<file path="src/inc/sfbl_pkg.sv">
package sfbl_pkg;

    // all times in picoseconds so that half-nanosecond figures stay exact
    localparam int CLK_PERIOD_PS      = 40000;
    localparam int SEL_MIN_PS         = 100000;
    localparam int SEL_MAX_PS         = 200000;
    localparam int EDGE_MIN_PS        = 2800000;
    localparam int EDGE_MAX_PS        = 4400000;
    localparam int SCK_PERIOD_MIN_PS  = 15000;
    localparam int SCK_PHASE_MIN_PS   = 7500;

    localparam int SEL_MIN_CYC = (SEL_MIN_PS + CLK_PERIOD_PS - 1) / CLK_PERIOD_PS;
    localparam int SEL_MAX_CYC = SEL_MAX_PS / CLK_PERIOD_PS;
    localparam int EDGE_MIN_CYC = (EDGE_MIN_PS + CLK_PERIOD_PS - 1) / CLK_PERIOD_PS;
    localparam int EDGE_MAX_CYC = EDGE_MAX_PS / CLK_PERIOD_PS;
    localparam int SCK_PERIOD_MIN_CYC =
        (SCK_PERIOD_MIN_PS + CLK_PERIOD_PS - 1) / CLK_PERIOD_PS;
    localparam int SCK_PHASE_MIN_CYC =
        (SCK_PHASE_MIN_PS + CLK_PERIOD_PS - 1) / CLK_PERIOD_PS;

    // pin edge to synchroniser output, in sys_clk edges
    localparam int SYNC_LAT_CYC = 4;

    localparam int SYN_W       = 4;
    localparam int SYN_READY   = 0;
    localparam int SYN_RESTART = 1;
    localparam int SYN_QUICK   = 2;
    localparam int SYN_MODE    = 3;
    localparam logic [3:0] SYN_RESET = 4'h6;

    localparam logic [7:0] CMD_READ      = 8'h03;
    localparam logic [7:0] CMD_FAST_READ = 8'h0b;

    localparam int ADDR_W      = 24;
    localparam int ADDR_KEEP   = 12;
    localparam int JUMP_W      = ADDR_W - ADDR_KEEP;
    localparam logic [11:0] JUMP_RESET   = 12'h000;
    localparam logic [11:0] ADDR_LOW_ZERO = 12'h000;
    localparam logic [23:0] POWERUP_ADDR = 24'h000000;

    localparam int WAIT_W = 8;
    localparam int BIT_W  = 5;
    localparam logic [4:0] SHIFT_LAST = 5'h1f;
    localparam logic [4:0] DUMMY_LAST = 5'h07;
    localparam logic [4:0] BYTE_LAST  = 5'h07;

    typedef enum logic [2:0] {
        ST_IDLE  = 3'b000,
        ST_SEL   = 3'b001,
        ST_SHIFT = 3'b010,
        ST_DUMMY = 3'b011,
        ST_DATA  = 3'b100
    } sfbl_st_t;

endpackage : sfbl_pkg

</file>
<file path="src/hw/sfbl_loader.sv">
`timescale 1ns/100ps
// How it works
// - hold next-image start address from header
// - start address returns to default at power-up
// - only address bits 23..12 settable, low zero
// - chain head loads; slave-strapped devices stay idle
// - forward-wake set relays image data downstream
// - select low 100..200 ns after ready rises
// - first clock edge 2.8..4.4 us after ready
// - serial clock phases at least 7.5 ns
// - power cycle, or a restart pulse once the first load has run, starts load
// - loading barred while restart pin is GPIO
// - first load after power-up reads address zero
// - quick-read strap picks 0x03 or 0x0b command
// - restart pulse after the first load jumps to header address
module sfbl_loader #(
    parameter int HALF_CYC = 1
) (
    input  wire logic        sys_clk,
    input  wire logic        reset_n,
    input  wire logic        ready_pin,
    input  wire logic        restart_n_pin,
    input  wire logic        quick_read_select_n,
    input  wire logic        master_serial_flash_mode,
    input  wire logic        restart_is_gpio,
    input  wire logic        forward_wake,
    input  wire logic        header_jump_valid,
    input  wire logic [11:0] header_jump_addr,
    input  wire logic        load_done,
    input  wire logic        flash_miso,
    output logic             flash_select_n,
    output logic             flash_sck,
    output logic             flash_mosi,
    output logic [7:0]       image_byte,
    output logic             image_byte_valid,
    output logic             chain_data,
    output logic             chain_clk,
    output logic             load_active
);

    localparam int WAIT_CLK = sfbl_pkg::EDGE_MIN_CYC - sfbl_pkg::SYNC_LAT_CYC - HALF_CYC;
    localparam logic [7:0] WAIT_LOAD = 8'(WAIT_CLK - 1);

    if (HALF_CYC < sfbl_pkg::SCK_PHASE_MIN_CYC
        || 2 * HALF_CYC < sfbl_pkg::SCK_PERIOD_MIN_CYC) begin : g_bad_sck
        $error("sfbl_loader: serial clock half period too short");
    end
    if (WAIT_CLK < 1 || WAIT_CLK > 255
        || sfbl_pkg::SYNC_LAT_CYC + WAIT_CLK + HALF_CYC + 1 > sfbl_pkg::EDGE_MAX_CYC)
    begin : g_bad_wait
        $error("sfbl_loader: first clock edge cannot meet its window");
    end
    if (sfbl_pkg::SYNC_LAT_CYC < sfbl_pkg::SEL_MIN_CYC
        || sfbl_pkg::SYNC_LAT_CYC + 1 > sfbl_pkg::SEL_MAX_CYC) begin : g_bad_sel
        $error("sfbl_loader: select timing cannot meet its window");
    end

    typedef struct packed {
        sfbl_pkg::sfbl_st_t st;
        logic [7:0]         wait_cnt;
        logic [4:0]         bit_cnt;
        logic [31:0]        sh_out;
        logic [7:0]         sh_in;
        logic               fast;
        logic               master;
        logic [11:0]        jump_hi;
        logic               first_done;
        logic               rdy_d;
        logic               rst_d;
        logic               sel_n;
        logic               mosi;
        logic [7:0]         byte_o;
        logic               byte_vld;
        logic               fwd_d;
        logic               fwd_clk;
        logic               run;
        logic               busy;
    } sfbl_state_t;

    sfbl_state_t s;
    sfbl_state_t n;

    logic [3:0]  syn;
    logic        sck_w;
    logic        rise_p;
    logic        fall_p;
    logic        rdy_rise;
    logic        rst_end;
    logic        start_p;
    logic        fast_now;
    logic [7:0]  cmd;
    logic [23:0] addr;

    sfbl_sync #(
        .W   (sfbl_pkg::SYN_W),
        .RST (sfbl_pkg::SYN_RESET)
    ) u_sync (
        .sys_clk (sys_clk),
        .reset_n (reset_n),
        .pin_in  ({master_serial_flash_mode, quick_read_select_n,
                   restart_n_pin, ready_pin}),
        .level_r (syn)
    );

    sfbl_sck_div #(
        .HALF_CYC (HALF_CYC)
    ) u_div (
        .sys_clk (sys_clk),
        .reset_n (reset_n),
        .run     (s.run & ~load_done & ~restart_is_gpio),
        .sck_r   (sck_w),
        .rise_p  (rise_p),
        .fall_p  (fall_p)
    );

    always_comb begin
        n          = s;
        n.rdy_d    = syn[sfbl_pkg::SYN_READY];
        n.rst_d    = syn[sfbl_pkg::SYN_RESTART];
        n.byte_vld = 1'b0;
        rdy_rise   = syn[sfbl_pkg::SYN_READY] & ~s.rdy_d;
        rst_end    = syn[sfbl_pkg::SYN_RESTART] & ~s.rst_d & s.first_done
                     & syn[sfbl_pkg::SYN_READY];
        fast_now   = rdy_rise ? ~syn[sfbl_pkg::SYN_QUICK] : s.fast;
        if (rdy_rise) begin
            n.fast   = ~syn[sfbl_pkg::SYN_QUICK];
            n.master = syn[sfbl_pkg::SYN_MODE];
        end
        cmd = fast_now ? sfbl_pkg::CMD_FAST_READ : sfbl_pkg::CMD_READ;
        addr = s.first_done ? {s.jump_hi, sfbl_pkg::ADDR_LOW_ZERO}
                            : sfbl_pkg::POWERUP_ADDR;
        start_p = ~restart_is_gpio & (rdy_rise ? syn[sfbl_pkg::SYN_MODE]
                                               : (rst_end & s.master));
        if (header_jump_valid && s.st == sfbl_pkg::ST_DATA) begin
            n.jump_hi = header_jump_addr;
        end
        case (s.st)
            sfbl_pkg::ST_IDLE: begin
                n.run = 1'b0;
            end
            sfbl_pkg::ST_SEL: begin
                if (s.wait_cnt == 8'h00) begin
                    n.st  = sfbl_pkg::ST_SHIFT;
                    n.run = 1'b1;
                end else begin
                    n.wait_cnt = s.wait_cnt - 8'h01;
                end
            end
            sfbl_pkg::ST_SHIFT: begin
                if (fall_p) begin
                    if (s.bit_cnt == sfbl_pkg::SHIFT_LAST) begin
                        n.bit_cnt = '0;
                        n.mosi    = 1'b0;
                        n.st      = s.fast ? sfbl_pkg::ST_DUMMY : sfbl_pkg::ST_DATA;
                    end else begin
                        n.sh_out  = {s.sh_out[30:0], 1'b0};
                        n.mosi    = s.sh_out[30];
                        n.bit_cnt = s.bit_cnt + 5'h01;
                    end
                end
            end
            sfbl_pkg::ST_DUMMY: begin
                if (fall_p) begin
                    if (s.bit_cnt == sfbl_pkg::DUMMY_LAST) begin
                        n.bit_cnt = '0;
                        n.st      = sfbl_pkg::ST_DATA;
                    end else begin
                        n.bit_cnt = s.bit_cnt + 5'h01;
                    end
                end
            end
            sfbl_pkg::ST_DATA: begin
                if (rise_p) begin
                    n.sh_in = {s.sh_in[6:0], flash_miso};
                    if (s.bit_cnt == sfbl_pkg::BYTE_LAST) begin
                        n.bit_cnt  = '0;
                        n.byte_o   = {s.sh_in[6:0], flash_miso};
                        n.byte_vld = 1'b1;
                    end else begin
                        n.bit_cnt = s.bit_cnt + 5'h01;
                    end
                end
            end
            default: begin
                n.st = sfbl_pkg::ST_IDLE;
            end
        endcase
        if (s.st == sfbl_pkg::ST_DATA && forward_wake) begin
            if (rise_p) begin
                n.fwd_d   = flash_miso;
                n.fwd_clk = 1'b1;
            end else if (fall_p) begin
                n.fwd_clk = 1'b0;
            end
        end else begin
            n.fwd_clk = 1'b0;
        end
        // done or gpio ends the frame; a restart in the same cycle wins over done, never over gpio
        if (load_done || restart_is_gpio) begin
            n.st    = sfbl_pkg::ST_IDLE;
            n.sel_n = 1'b1;
            n.run   = 1'b0;
            n.mosi  = 1'b0;
        end
        if (start_p) begin
            n.st         = sfbl_pkg::ST_SEL;
            n.sel_n      = 1'b0;
            n.run        = 1'b0;
            n.wait_cnt   = WAIT_LOAD;
            n.sh_out     = {cmd, addr};
            n.mosi       = cmd[7];
            n.bit_cnt    = '0;
            n.first_done = 1'b1;
        end
        n.busy = (n.st != sfbl_pkg::ST_IDLE);
    end

    always_ff @(posedge sys_clk or negedge reset_n) begin
        if (!reset_n) begin
            s         <= '0;
            s.st      <= sfbl_pkg::ST_IDLE;
            s.jump_hi <= sfbl_pkg::JUMP_RESET;
            s.rst_d   <= 1'b1;
            s.fast    <= 1'b0;
            s.sel_n   <= 1'b1;
        end else begin
            s <= n;
        end
    end

    assign flash_select_n   = s.sel_n;
    assign flash_sck        = sck_w;
    assign flash_mosi       = s.mosi;
    assign image_byte       = s.byte_o;
    assign image_byte_valid = s.byte_vld;
    assign chain_data       = s.fwd_d;
    assign chain_clk        = s.fwd_clk;
    assign load_active      = s.busy;

    // helper: cycles the serial clock has held its level
    logic [7:0] sck_hold_r;
    logic       sck_prev_r;
    always_ff @(posedge sys_clk or negedge reset_n) begin
        if (!reset_n) begin
            sck_hold_r <= 8'h00;
            sck_prev_r <= 1'b0;
        end else begin
            sck_prev_r <= sck_w;
            if (sck_w != sck_prev_r) begin
                sck_hold_r <= 8'h01;
            end else if (sck_hold_r != 8'hff) begin
                sck_hold_r <= sck_hold_r + 8'h01;
            end
        end
    end

    localparam int A_RISE = 1 + WAIT_CLK + HALF_CYC;
    localparam int A_HALF = HALF_CYC;

    property p_sel_cause;
        @(posedge sys_clk) disable iff (!reset_n)
        $fell(flash_select_n) |-> $past(start_p);
    endproperty
    a_sel_cause: assert property (p_sel_cause) else $error("select fell without start");

    property p_first_edge;
        @(posedge sys_clk) disable iff (!reset_n || load_done || restart_is_gpio)
        start_p |-> ##A_RISE $rose(flash_sck);
    endproperty
    a_first_edge: assert property (p_first_edge) else $error("first clock edge mistimed");

    property p_sck_phase;
        @(posedge sys_clk) disable iff (!reset_n)
        (flash_sck != sck_prev_r) && s.run |-> $past(sck_hold_r) >= 8'(A_HALF);
    endproperty
    a_sck_phase: assert property (p_sck_phase) else $error("serial clock phase too short");

    property p_cmd;
        @(posedge sys_clk) disable iff (!reset_n)
        s.st == sfbl_pkg::ST_SEL && $past(start_p)
        |-> s.sh_out[31:24] == (s.fast ? sfbl_pkg::CMD_FAST_READ : sfbl_pkg::CMD_READ);
    endproperty
    a_cmd: assert property (p_cmd) else $error("read command does not match strap");

    property p_addr_low;
        @(posedge sys_clk) disable iff (!reset_n)
        s.st == sfbl_pkg::ST_SEL |-> s.sh_out[11:0] == sfbl_pkg::ADDR_LOW_ZERO;
    endproperty
    a_addr_low: assert property (p_addr_low) else $error("address low bits not zero");

    property p_powerup_zero;
        @(posedge sys_clk) disable iff (!reset_n)
        $past(start_p) && !$past(s.first_done) |-> s.sh_out[23:0] == sfbl_pkg::POWERUP_ADDR;
    endproperty
    a_powerup_zero: assert property (p_powerup_zero) else $error("first load not zero");

    property p_jump;
        @(posedge sys_clk) disable iff (!reset_n)
        $past(start_p) && $past(s.first_done) |-> s.sh_out[23:12] == $past(s.jump_hi);
    endproperty
    a_jump: assert property (p_jump) else $error("reload ignored jump address");

    property p_jump_reset;
        @(posedge sys_clk) disable iff (!reset_n)
        !s.first_done |-> s.jump_hi == sfbl_pkg::JUMP_RESET;
    endproperty
    a_jump_reset: assert property (p_jump_reset) else $error("jump address not default");

    property p_gpio;
        @(posedge sys_clk) disable iff (!reset_n)
        restart_is_gpio |=> flash_select_n && !load_active;
    endproperty
    a_gpio: assert property (p_gpio) else $error("load ran while restart is gpio");

    property p_slave;
        @(posedge sys_clk) disable iff (!reset_n)
        rdy_rise && !syn[sfbl_pkg::SYN_MODE] && !load_active |=> !load_active;
    endproperty
    a_slave: assert property (p_slave) else $error("slave-strapped device started");

    property p_fwd;
        @(posedge sys_clk) disable iff (!reset_n || restart_is_gpio)
        forward_wake && s.st == sfbl_pkg::ST_DATA && rise_p
        |=> chain_data == $past(flash_miso) && chain_clk;
    endproperty
    a_fwd: assert property (p_fwd) else $error("data not forwarded");

    property p_frame;
        @(posedge sys_clk) disable iff (!reset_n)
        flash_select_n |-> !flash_sck;
    endproperty
    a_frame: assert property (p_frame) else $error("clock ran outside select");

endmodule : sfbl_loader

</file>
<file path="src/hw/sfbl_sync.sv">
`timescale 1ns/100ps
module sfbl_sync #(
    parameter int           W   = 4,
    parameter logic [W-1:0] RST = '0
) (
    input  wire logic         sys_clk,
    input  wire logic         reset_n,
    input  wire logic [W-1:0] pin_in,
    output logic      [W-1:0] level_r
);

    typedef struct packed {
        logic [W-1:0] f1;
        logic [W-1:0] f2;
        logic [W-1:0] f3;
        logic [W-1:0] q;
    } sfbl_sync_st_t;

    sfbl_sync_st_t s;
    sfbl_sync_st_t n;

    if (W < 1) begin : g_bad_w
        $error("sfbl_sync: width must be at least one");
    end

    // a bit only moves once the second and third stage agree
    always_comb begin
        n    = s;
        n.f1 = pin_in;
        n.f2 = s.f1;
        n.f3 = s.f2;
        n.q  = (s.f2 & s.f3) | (s.q & (s.f2 ^ s.f3));
    end

    always_ff @(posedge sys_clk or negedge reset_n) begin
        if (!reset_n) begin
            s <= {RST, RST, RST, RST};
        end else begin
            s <= n;
        end
    end

    assign level_r = s.q;

endmodule : sfbl_sync

</file>
<file path="src/hw/sfbl_sck_div.sv">
`timescale 1ns/100ps
module sfbl_sck_div #(
    parameter int HALF_CYC = 1
) (
    input  wire logic sys_clk,
    input  wire logic reset_n,
    input  wire logic run,
    output logic      sck_r,
    output logic      rise_p,
    output logic      fall_p
);

    localparam int CW = $clog2(HALF_CYC + 1);
    localparam logic [CW-1:0] LAST = CW'(HALF_CYC - 1);

    typedef struct packed {
        logic [CW-1:0] cnt;
        logic          sck;
    } sfbl_div_st_t;

    sfbl_div_st_t s;
    sfbl_div_st_t n;

    if (HALF_CYC < 1) begin : g_bad_half
        $error("sfbl_sck_div: half period must be at least one cycle");
    end

    // the clock parks low, so the first edge after run is always a rise
    // fixed phase length
    always_comb begin
        n = s;
        if (!run) begin
            n.cnt = '0;
            n.sck = 1'b0;
        end else if (s.cnt == LAST) begin
            n.cnt = '0;
            n.sck = ~s.sck;
        end else begin
            n.cnt = s.cnt + CW'(1);
        end
    end

    always_ff @(posedge sys_clk or negedge reset_n) begin
        if (!reset_n) begin
            s <= '0;
        end else begin
            s <= n;
        end
    end

    assign sck_r  = s.sck;
    assign rise_p = run & (s.cnt == LAST) & ~s.sck;
    assign fall_p = run & (s.cnt == LAST) & s.sck;

endmodule : sfbl_sck_div

</file>
<file path="config.mk">
export PLATFORM = sky130hd
export DESIGN_NAME = sfbl_loader
export DESIGN_NICKNAME = d
export VERILOG_FILES = /design/src/inc/sfbl_pkg.sv /design/src/hw/sfbl_loader.sv /design/src/hw/sfbl_sync.sv /design/src/hw/sfbl_sck_div.sv
export SDC_FILE = /design/constraint.sdc
export NUM_CORES = 1
export LEC_CHECK = 0
export ABC_AREA = 1
export BUFFER_PORTS_ARGS = -buffer_cell sky130_fd_sc_hd__buf_2
export CORE_UTILIZATION = 53
export CTS_CLUSTER_SIZE = 24
export DETAILED_ROUTE_END_ITERATION = 10
export PLACE_DENSITY = 0.75
export SYNTH_ARGS = -nofsm -noshare
export SYNTH_HDL_FRONTEND = slang
export SYNTH_HIERARCHICAL = 1
export SYNTH_SLANG_ARGS = --single-unit
</file>
<file path="constraint.sdc">
create_clock -name sys_clk -period 1.9 [get_ports sys_clk]
set_clock_uncertainty 0.2 [all_clocks]
set_input_delay 0.19 -clock sys_clk [delete_from_list [all_inputs] [get_ports sys_clk]]
set_output_delay 0.19 -clock sys_clk [all_outputs]
set_load 0.02 [all_outputs]
</file>
==> impl_metrics.csv, run 1 <==
group,metric,value,unit
synthesis,syn_avg_cell_area,9.79,µm²
timing,finalCriticalPeriod,1920,ps
timing,rsz0062_at_grt,"true",
synthesis,synth_area,0.00413,mm²
floorplan,start_util,55.8,%
setup_path,cp.required,1950,ps
job,drv_cap,0,
timing,tightest_slew,394,ps
global_routing,grt_use_total,20.4,%
clocking,cts_tree,"done",
pwr,p_seq_share,53.6,%
setup_path,path_class,"flip-flop to flip-flop",
finish,drive_above_1_share,29.2,%
timing,hold_slack,35.0,ps
pwr,power_frac_comb,13.3,%
global_routing,gr-total-overflow,0,
route,dr.pass1.iters,4,
route,drc,0,
timing,fin_ws,-16.1,ps
setup_path,reg2reg_from,"s[73]",
pwr,p_sw,1100,µW
floorplan,dieArea,0.00815,mm²
setup_path,cp-end-kind,"flip-flop",
synthesis,ys_ff_latch,91,
pwr,netSwitchingFraction,26.6,%
clocking,cts_buffer_depth,2,
pwr,vdd_drop_max,0.458,mV
timing,final-setup-viol-count,2,
global_routing,grt_pass1_wl,13200,µm
clocking,clkLatencyLatePin,360,ps
finish,layout_common_cells,"91 x nand2_1, 81 x dfrtp_1, 53 x nand3_1",
timing,final-max-slew-violation-count,0,
synthesis,yosysWarnings,6,
hold_path,hp-start,"load_done",
clocking,htree_num_levels,3,
setup_path,cp_max_fo,5,
pwr,pwr-share-clk,33.0,%
route,avgRoutedWirePerCell,13.1,µm
timing,finalCritPeriodShare,101,%
route,drtAntennaViolNets,0,
timing,hold_viol,0,
pwr,leakage,0.00262,µW
synthesis,synthesis.nets,452,
finish,diodes,0,
finish,syn2layout_area_growth,19.1,%
pwr,intPower,3020,µW
setup_path,crit_path_start_kind,"flip-flop",
synthesis,synth_cells,422,
clocking,root_buffer,"clkbuf_8",
clocking,clock-sinks,91,
setup_path,critical_path.startpoint,"s[73]",
place,place_area,0.00435,mm²
route,drt-initial-drc-count,144,
synthesis,netlist.area_leader.share,49.0,%
run_status,status,"complete, but fails checks",
run_status,violations,"negative setup slack",
clocking,clkTransAtPathRegs,90,ps
synthesis,seq_area_frac_synth,55.4,%
finish,postLayoutCellArea,0.00492,mm²
setup_path,critPathArrivalTime,1960,ps
pwr,pwr_density_cell,836,mW/mm²
place,port_buffers,37,
floorplan,core,0.00741,mm²
global_routing,grt_max_degree,41,
route,vias,2980,
route,wl,7730,µm
route,vias_per_cell,5.03,
floorplan,pin_count,38,
place,place_congestion,0.851,
synthesis,synth_top_cells_by_area,"dfrtp_1 49%, nand2_1 8.8%, nand3_1 6.8%",
synthesis,synth_cell_types,31,
timing,fmax,522,MHz
finish,layout_commonest_cell,"nand2_1",
timing,max_slew_margin,73.8,%
floorplan,core.rowCount,31,
clocking,cts_buffers,9,
finish,num-nets-final,518,
global_routing,first_global_vias,2994,
place,hpwl,4980,µm
floorplan,die_x,90.3,µm
synthesis,post-synth-top-area-cell,"dfrtp_1",
floorplan,die_h,90.3,µm
global_routing,antenna_found_initial,0,
hold_path,min_path_type,"input port to flip-flop",
## cells in the mapped netlist (all sizes together)
| cell type | n |
|---|---|
| dfstp | 10 |
| nand3 | 58 |
| mux2 | 16 |
| a21oi | 12 |
| dfrtp | 81 |
| o21ai | 25 |
| and3 | 1 |
| xnor2 | 1 |
| inv | 38 |
| ha | 7 |
| nand3b | 1 |
| nor3 | 1 |
| or2 | 1 |
| nand2 | 102 |
| xor2 | 2 |
| nor2 | 41 |
| buf | 25 |
## flip-flops by register name, indices dropped and copies added (netlist names), 4 cells and up
| register | cells |
|---|---|
| u_sync/level_r | 4 |
| image_byte | 8 |
| u_sync/n | 8 |
| s | 60 |
| u_sync/s | 4 |
## critical path: stages (launching register included)
cell        delay (ps)
dfrtp_1            390
ha_2               210
nand2_4             80
nor2_4              50
ha_4               170
nor3_4             210
buf_12             150
clkinvlp_4         160
nand3_1            120
nand3_1             70
## final cells by class
class	count	area (µm²)
Timing Repair inverter	2	15.0
Multi-Input combinational cell	269	1550
Inverter	38	148
Sequential cell	91	2290
Clock inverter	5	60.1
Fill cell	569	2490
Tap cell	99	124
Clock buffer	11	151
Timing Repair Buffer	77	587
## kinds of logic (layout without fill, tap and decap cells)
family | count (synthesis) | in the layout | share of synthesized area, %
muxes | 16 | 16 | 5.27
adders and majority gates | 7 | 7 | 2.12
AOI/OAI and AO/OA | 37 | 37 | 4.94
xor gates and xnor gates | 3 | 3 | 0.636
buffers and inverters | 63 | 133 | 9.20
and+or+nand+nor | 205 | 206 | 22.4
DFF | 91 | 91 | 55.4
## layer usage
layer | vias up | global-route usage (%) | routed length, µm
met3 | 15 | 4.21 | 251
met5 | - | 0 | 0
met1 | 1437 | 25.1 | 3340
met2 | 56 | 35.1 | 3990
met4 | 0 | 8.33 | 143
li1 | 1472 | - | -
## power groups by stage
| stage | Clock (µW) | Combinational [µW] | Sequential, µW |
|---|---|---|---|
| after global routing | 1490 | 637 | 2230 |
| after CTS | 1390 | 541 | 2210 |
| final | 1360 | 548 | 2210 |
| after detailed placement | 0 | 508 | 2240 |
| after global placement | 0 | 482 | 2230 |
| after floorplan | 0 | 358 | 2220 |
## stage by stage
step	std cells	worst slack [ps]	util, %	setup TNS (ps)	total power [µW]
after floorplan	422	51.6	-	0	2580
after global placement	549	40.4	58.8	0	2720
after detailed placement	549	-0.0968	58.8	-0.0968	2750
after CTS	590	-3.53	65.1	-9.20	4140
after global routing	592	-124	66.4	-1230	4360
final	592	-16.1	66.4	-19.1	4120
## repair_timing
action                                 CTS  global route
hold buffers                            20             0
resized for setup                        3            26
setup endpoints to repair                4            34
pin swaps                                1            15
gates cloned                             2             1
endpoints found under the hold margin  111             0
buffers inserted                         3             1
## path summary, 6_finish.rpt
check                                       to  slack (ps)  cells past startpoint
worst max register to register           s[57]         -20                      9
worst max-delay path                     s[57]         -20                      9
min in group asynchronous                 s[1]         100                      2
worst min register to register     u_sync/n[4]         160                      0
worst min-delay path               u_div/sck_r          30                      6
max in group asynchronous       flash_select_n         820                      3
Power figures use the tool's default switching activity.
==> run 2: changes to the inputs <==
Settings changed: TNS_END_PERCENT from default to 20.
==> run 2 against run 1 <==
Sequential power about the same; via count down 1.0%; first-iteration DRC count increased by 5.6%; sequential cell count stayed put; the flow still finishes with violations (negative setup slack); routed wire length fell by 0.82%; sequential share of layout area is 0.21 points higher.
==> impl_metrics.csv, run 2 (same netlist as run 1, synthesis figures left out) <==
group,metric,value,unit
run_status,status,"complete, but fails checks",
run_status,violations,"negative setup slack",
finish,regArea,0.00229,mm²
timing,tightest_slew,396,ps
place,dp_slack,-0.0968,ps
clocking,clkTransAtPathRegs,90,ps
timing,hold_viol,0,
global_routing,grt_pass1_wl,13200,µm
place,place_congestion,0.851,
clocking,htree_num_levels,3,
finish,diodes,0,
route,avgRoutedWirePerCell,13.0,µm
setup_path,crit_path_start_kind,"flip-flop",
place,place_area,0.00435,mm²
timing,hold_slack,42.6,ps
setup_path,path_class,"flip-flop to flip-flop",
finish,syn2layout_area_growth,18.6,%
clocking,cts_tree,"done",
route,wl,7660,µm
clocking,root_buffer,"clkbuf_8",
finish,largest_register_ffs,60,
global_routing,antenna_found_initial,0,
timing,fin_tns_setup,-5.18,ps
floorplan,pin_count,38,
setup_path,reg2reg_from,"s[73]",
setup_path,cp-end-kind,"flip-flop",
hold_path,min_path_type,"input port to flip-flop",
timing,max_slew_margin,73.6,%
setup_path,r2r_end,"s[52]",
place,port_buffers,37,
route,vias_per_cell,4.99,
global_routing,gr-total-overflow,0,
route,drc,0,
clocking,clkLatencyLatePin,360,ps
timing,finalCritPeriodShare,100,%
global_routing,first_global_vias,2994,
finish,num-nets-final,517,
finish,n_fill_cell,565,
hold_path,holdPathStages,6,
setup_path,rrSetupSlack,-5,ps
route,dr.pass1.iters,4,
clocking,cts_buffer_depth,2,
job,drv_cap,0,
finish,postLayoutCellArea,0.00490,mm²
finish,layout_commonest_cell,"nand2_1",
pwr,vdd_drop_max,0.459,mV
timing,finalCriticalPeriod,1910,ps
floorplan,core.rowCount,31,
floorplan,die_h,90.3,µm
clocking,cts_buffers,9,
hold_path,hold_end,"u_div/sck_r",
finish,drive_above_1_share,27.8,%
route,drt-initial-drc-count,152,
pwr,leakage,0.00261,µW
finish,layout_common_cells,"94 x nand2_1, 81 x dfrtp_1, 56 x nand3_1",
floorplan,dieArea,0.00815,mm²
timing,final-max-slew-violation-count,0,
timing,fin_ws,-5.18,ps
setup_path,critPathArrivalTime,1950,ps
finish,multi_input_area,0.00152,mm²
global_routing,grt_use_total,20.4,%
hold_path,hp-start,"load_done",
setup_path,r2r_cells,9,
floorplan,die_x,90.3,µm
route,vias,2949,
finish,regMostFlops,"s",
floorplan,start_util,55.8,%
setup_path,cp.required,1950,ps
timing,final-setup-viol-count,1,
finish,finish.utilization,66.1,%
pwr,pwr_density_cell,840,mW/mm²
timing,fmax,525,MHz
global_routing,grt_max_degree,41,
setup_path,cp_max_fo,5,
clocking,clock-sinks,91,
timing,rsz0062_at_grt,"true",
place,hpwl,4980,µm
floorplan,core,0.00741,mm²
route,drtAntennaViolNets,0,
run 2: cell count changes in the layout (fill, tap and decap cells not counted):
cell / delta
buf_4: -1
buf_6: +1
inv_1: +1
inv_2: -1
nand2_1: +3
nand2_2: -3
nand3_1: +3
nand3_2: -3
nor2_1: -1
run 2: critical path, cell delays in order, from the launching register on:
cell        delay [ps]
dfrtp_1            390
ha_2               210
nand2_4             80
nor2_4              50
ha_4               170
nor3_4             210
buf_12             160
clkinvlp_4         140
nand3_1            130
nand2_1             70
run 2: timing repair:
action	CTS	global route
hold endpoints to repair	111	0
pin swaps	1	11
gates resized for setup	3	21
gates cloned	2	0
endpoints found under the setup margin	4	34
setup buffers	3	1
hold buffers	20	0
run 2: metal layers:
layer  vias to the layer above  global-route usage [%]  share of wire (%)
met5                         -                       0                  0
met4                         0                    8.33                2.0
met3                        16                    4.21                2.5
met2                        50                    35.1                 52
met1                      1414                    25.1                 44
li1                       1469                       -                  -
run 2: cell type report:
cell class                 count  share of cell area (%)
timing repair buffer          77                    12.1
sequential                    91                    46.7
inverter                      38                    3.01
clock buffer                  11                    3.09
clock inverter                 5                    1.23
multi-input combinational    268                    31.1
tap                           99                    2.53
timing repair inverter         2                   0.306
run 2: how the worst max path moves through the flow:
stage / from / to / cells past startpoint / slack (ps)
after floorplan: s[72] / s[61] / 9 / 50
after CTS: s[72] / s[57] / 9 / -4
after detailed placement: s[72] / s[70] / 10 / -0.1
after global placement: s[72] / s[70] / 10 / 40
after global routing: s[73] / load_active / 13 / -130
final: s[73] / s[52] / 9 / -5
run 2: through the flow:
step,total power (µW),std cells
after global placement,2720,549
final,4120,591
after global routing,4360,591
after CTS,4140,590
after detailed placement,2750,549
after floorplan,2580,422
run 2: where the power goes:
| part | internal [µW] | total [µW] | switching (µW) |
|---|---|---|---|
| sequential | 2100 | 2210 | 109 |
| clock | 685 | 1360 | 674 |
| combinational | 237 | 548 | 311 |
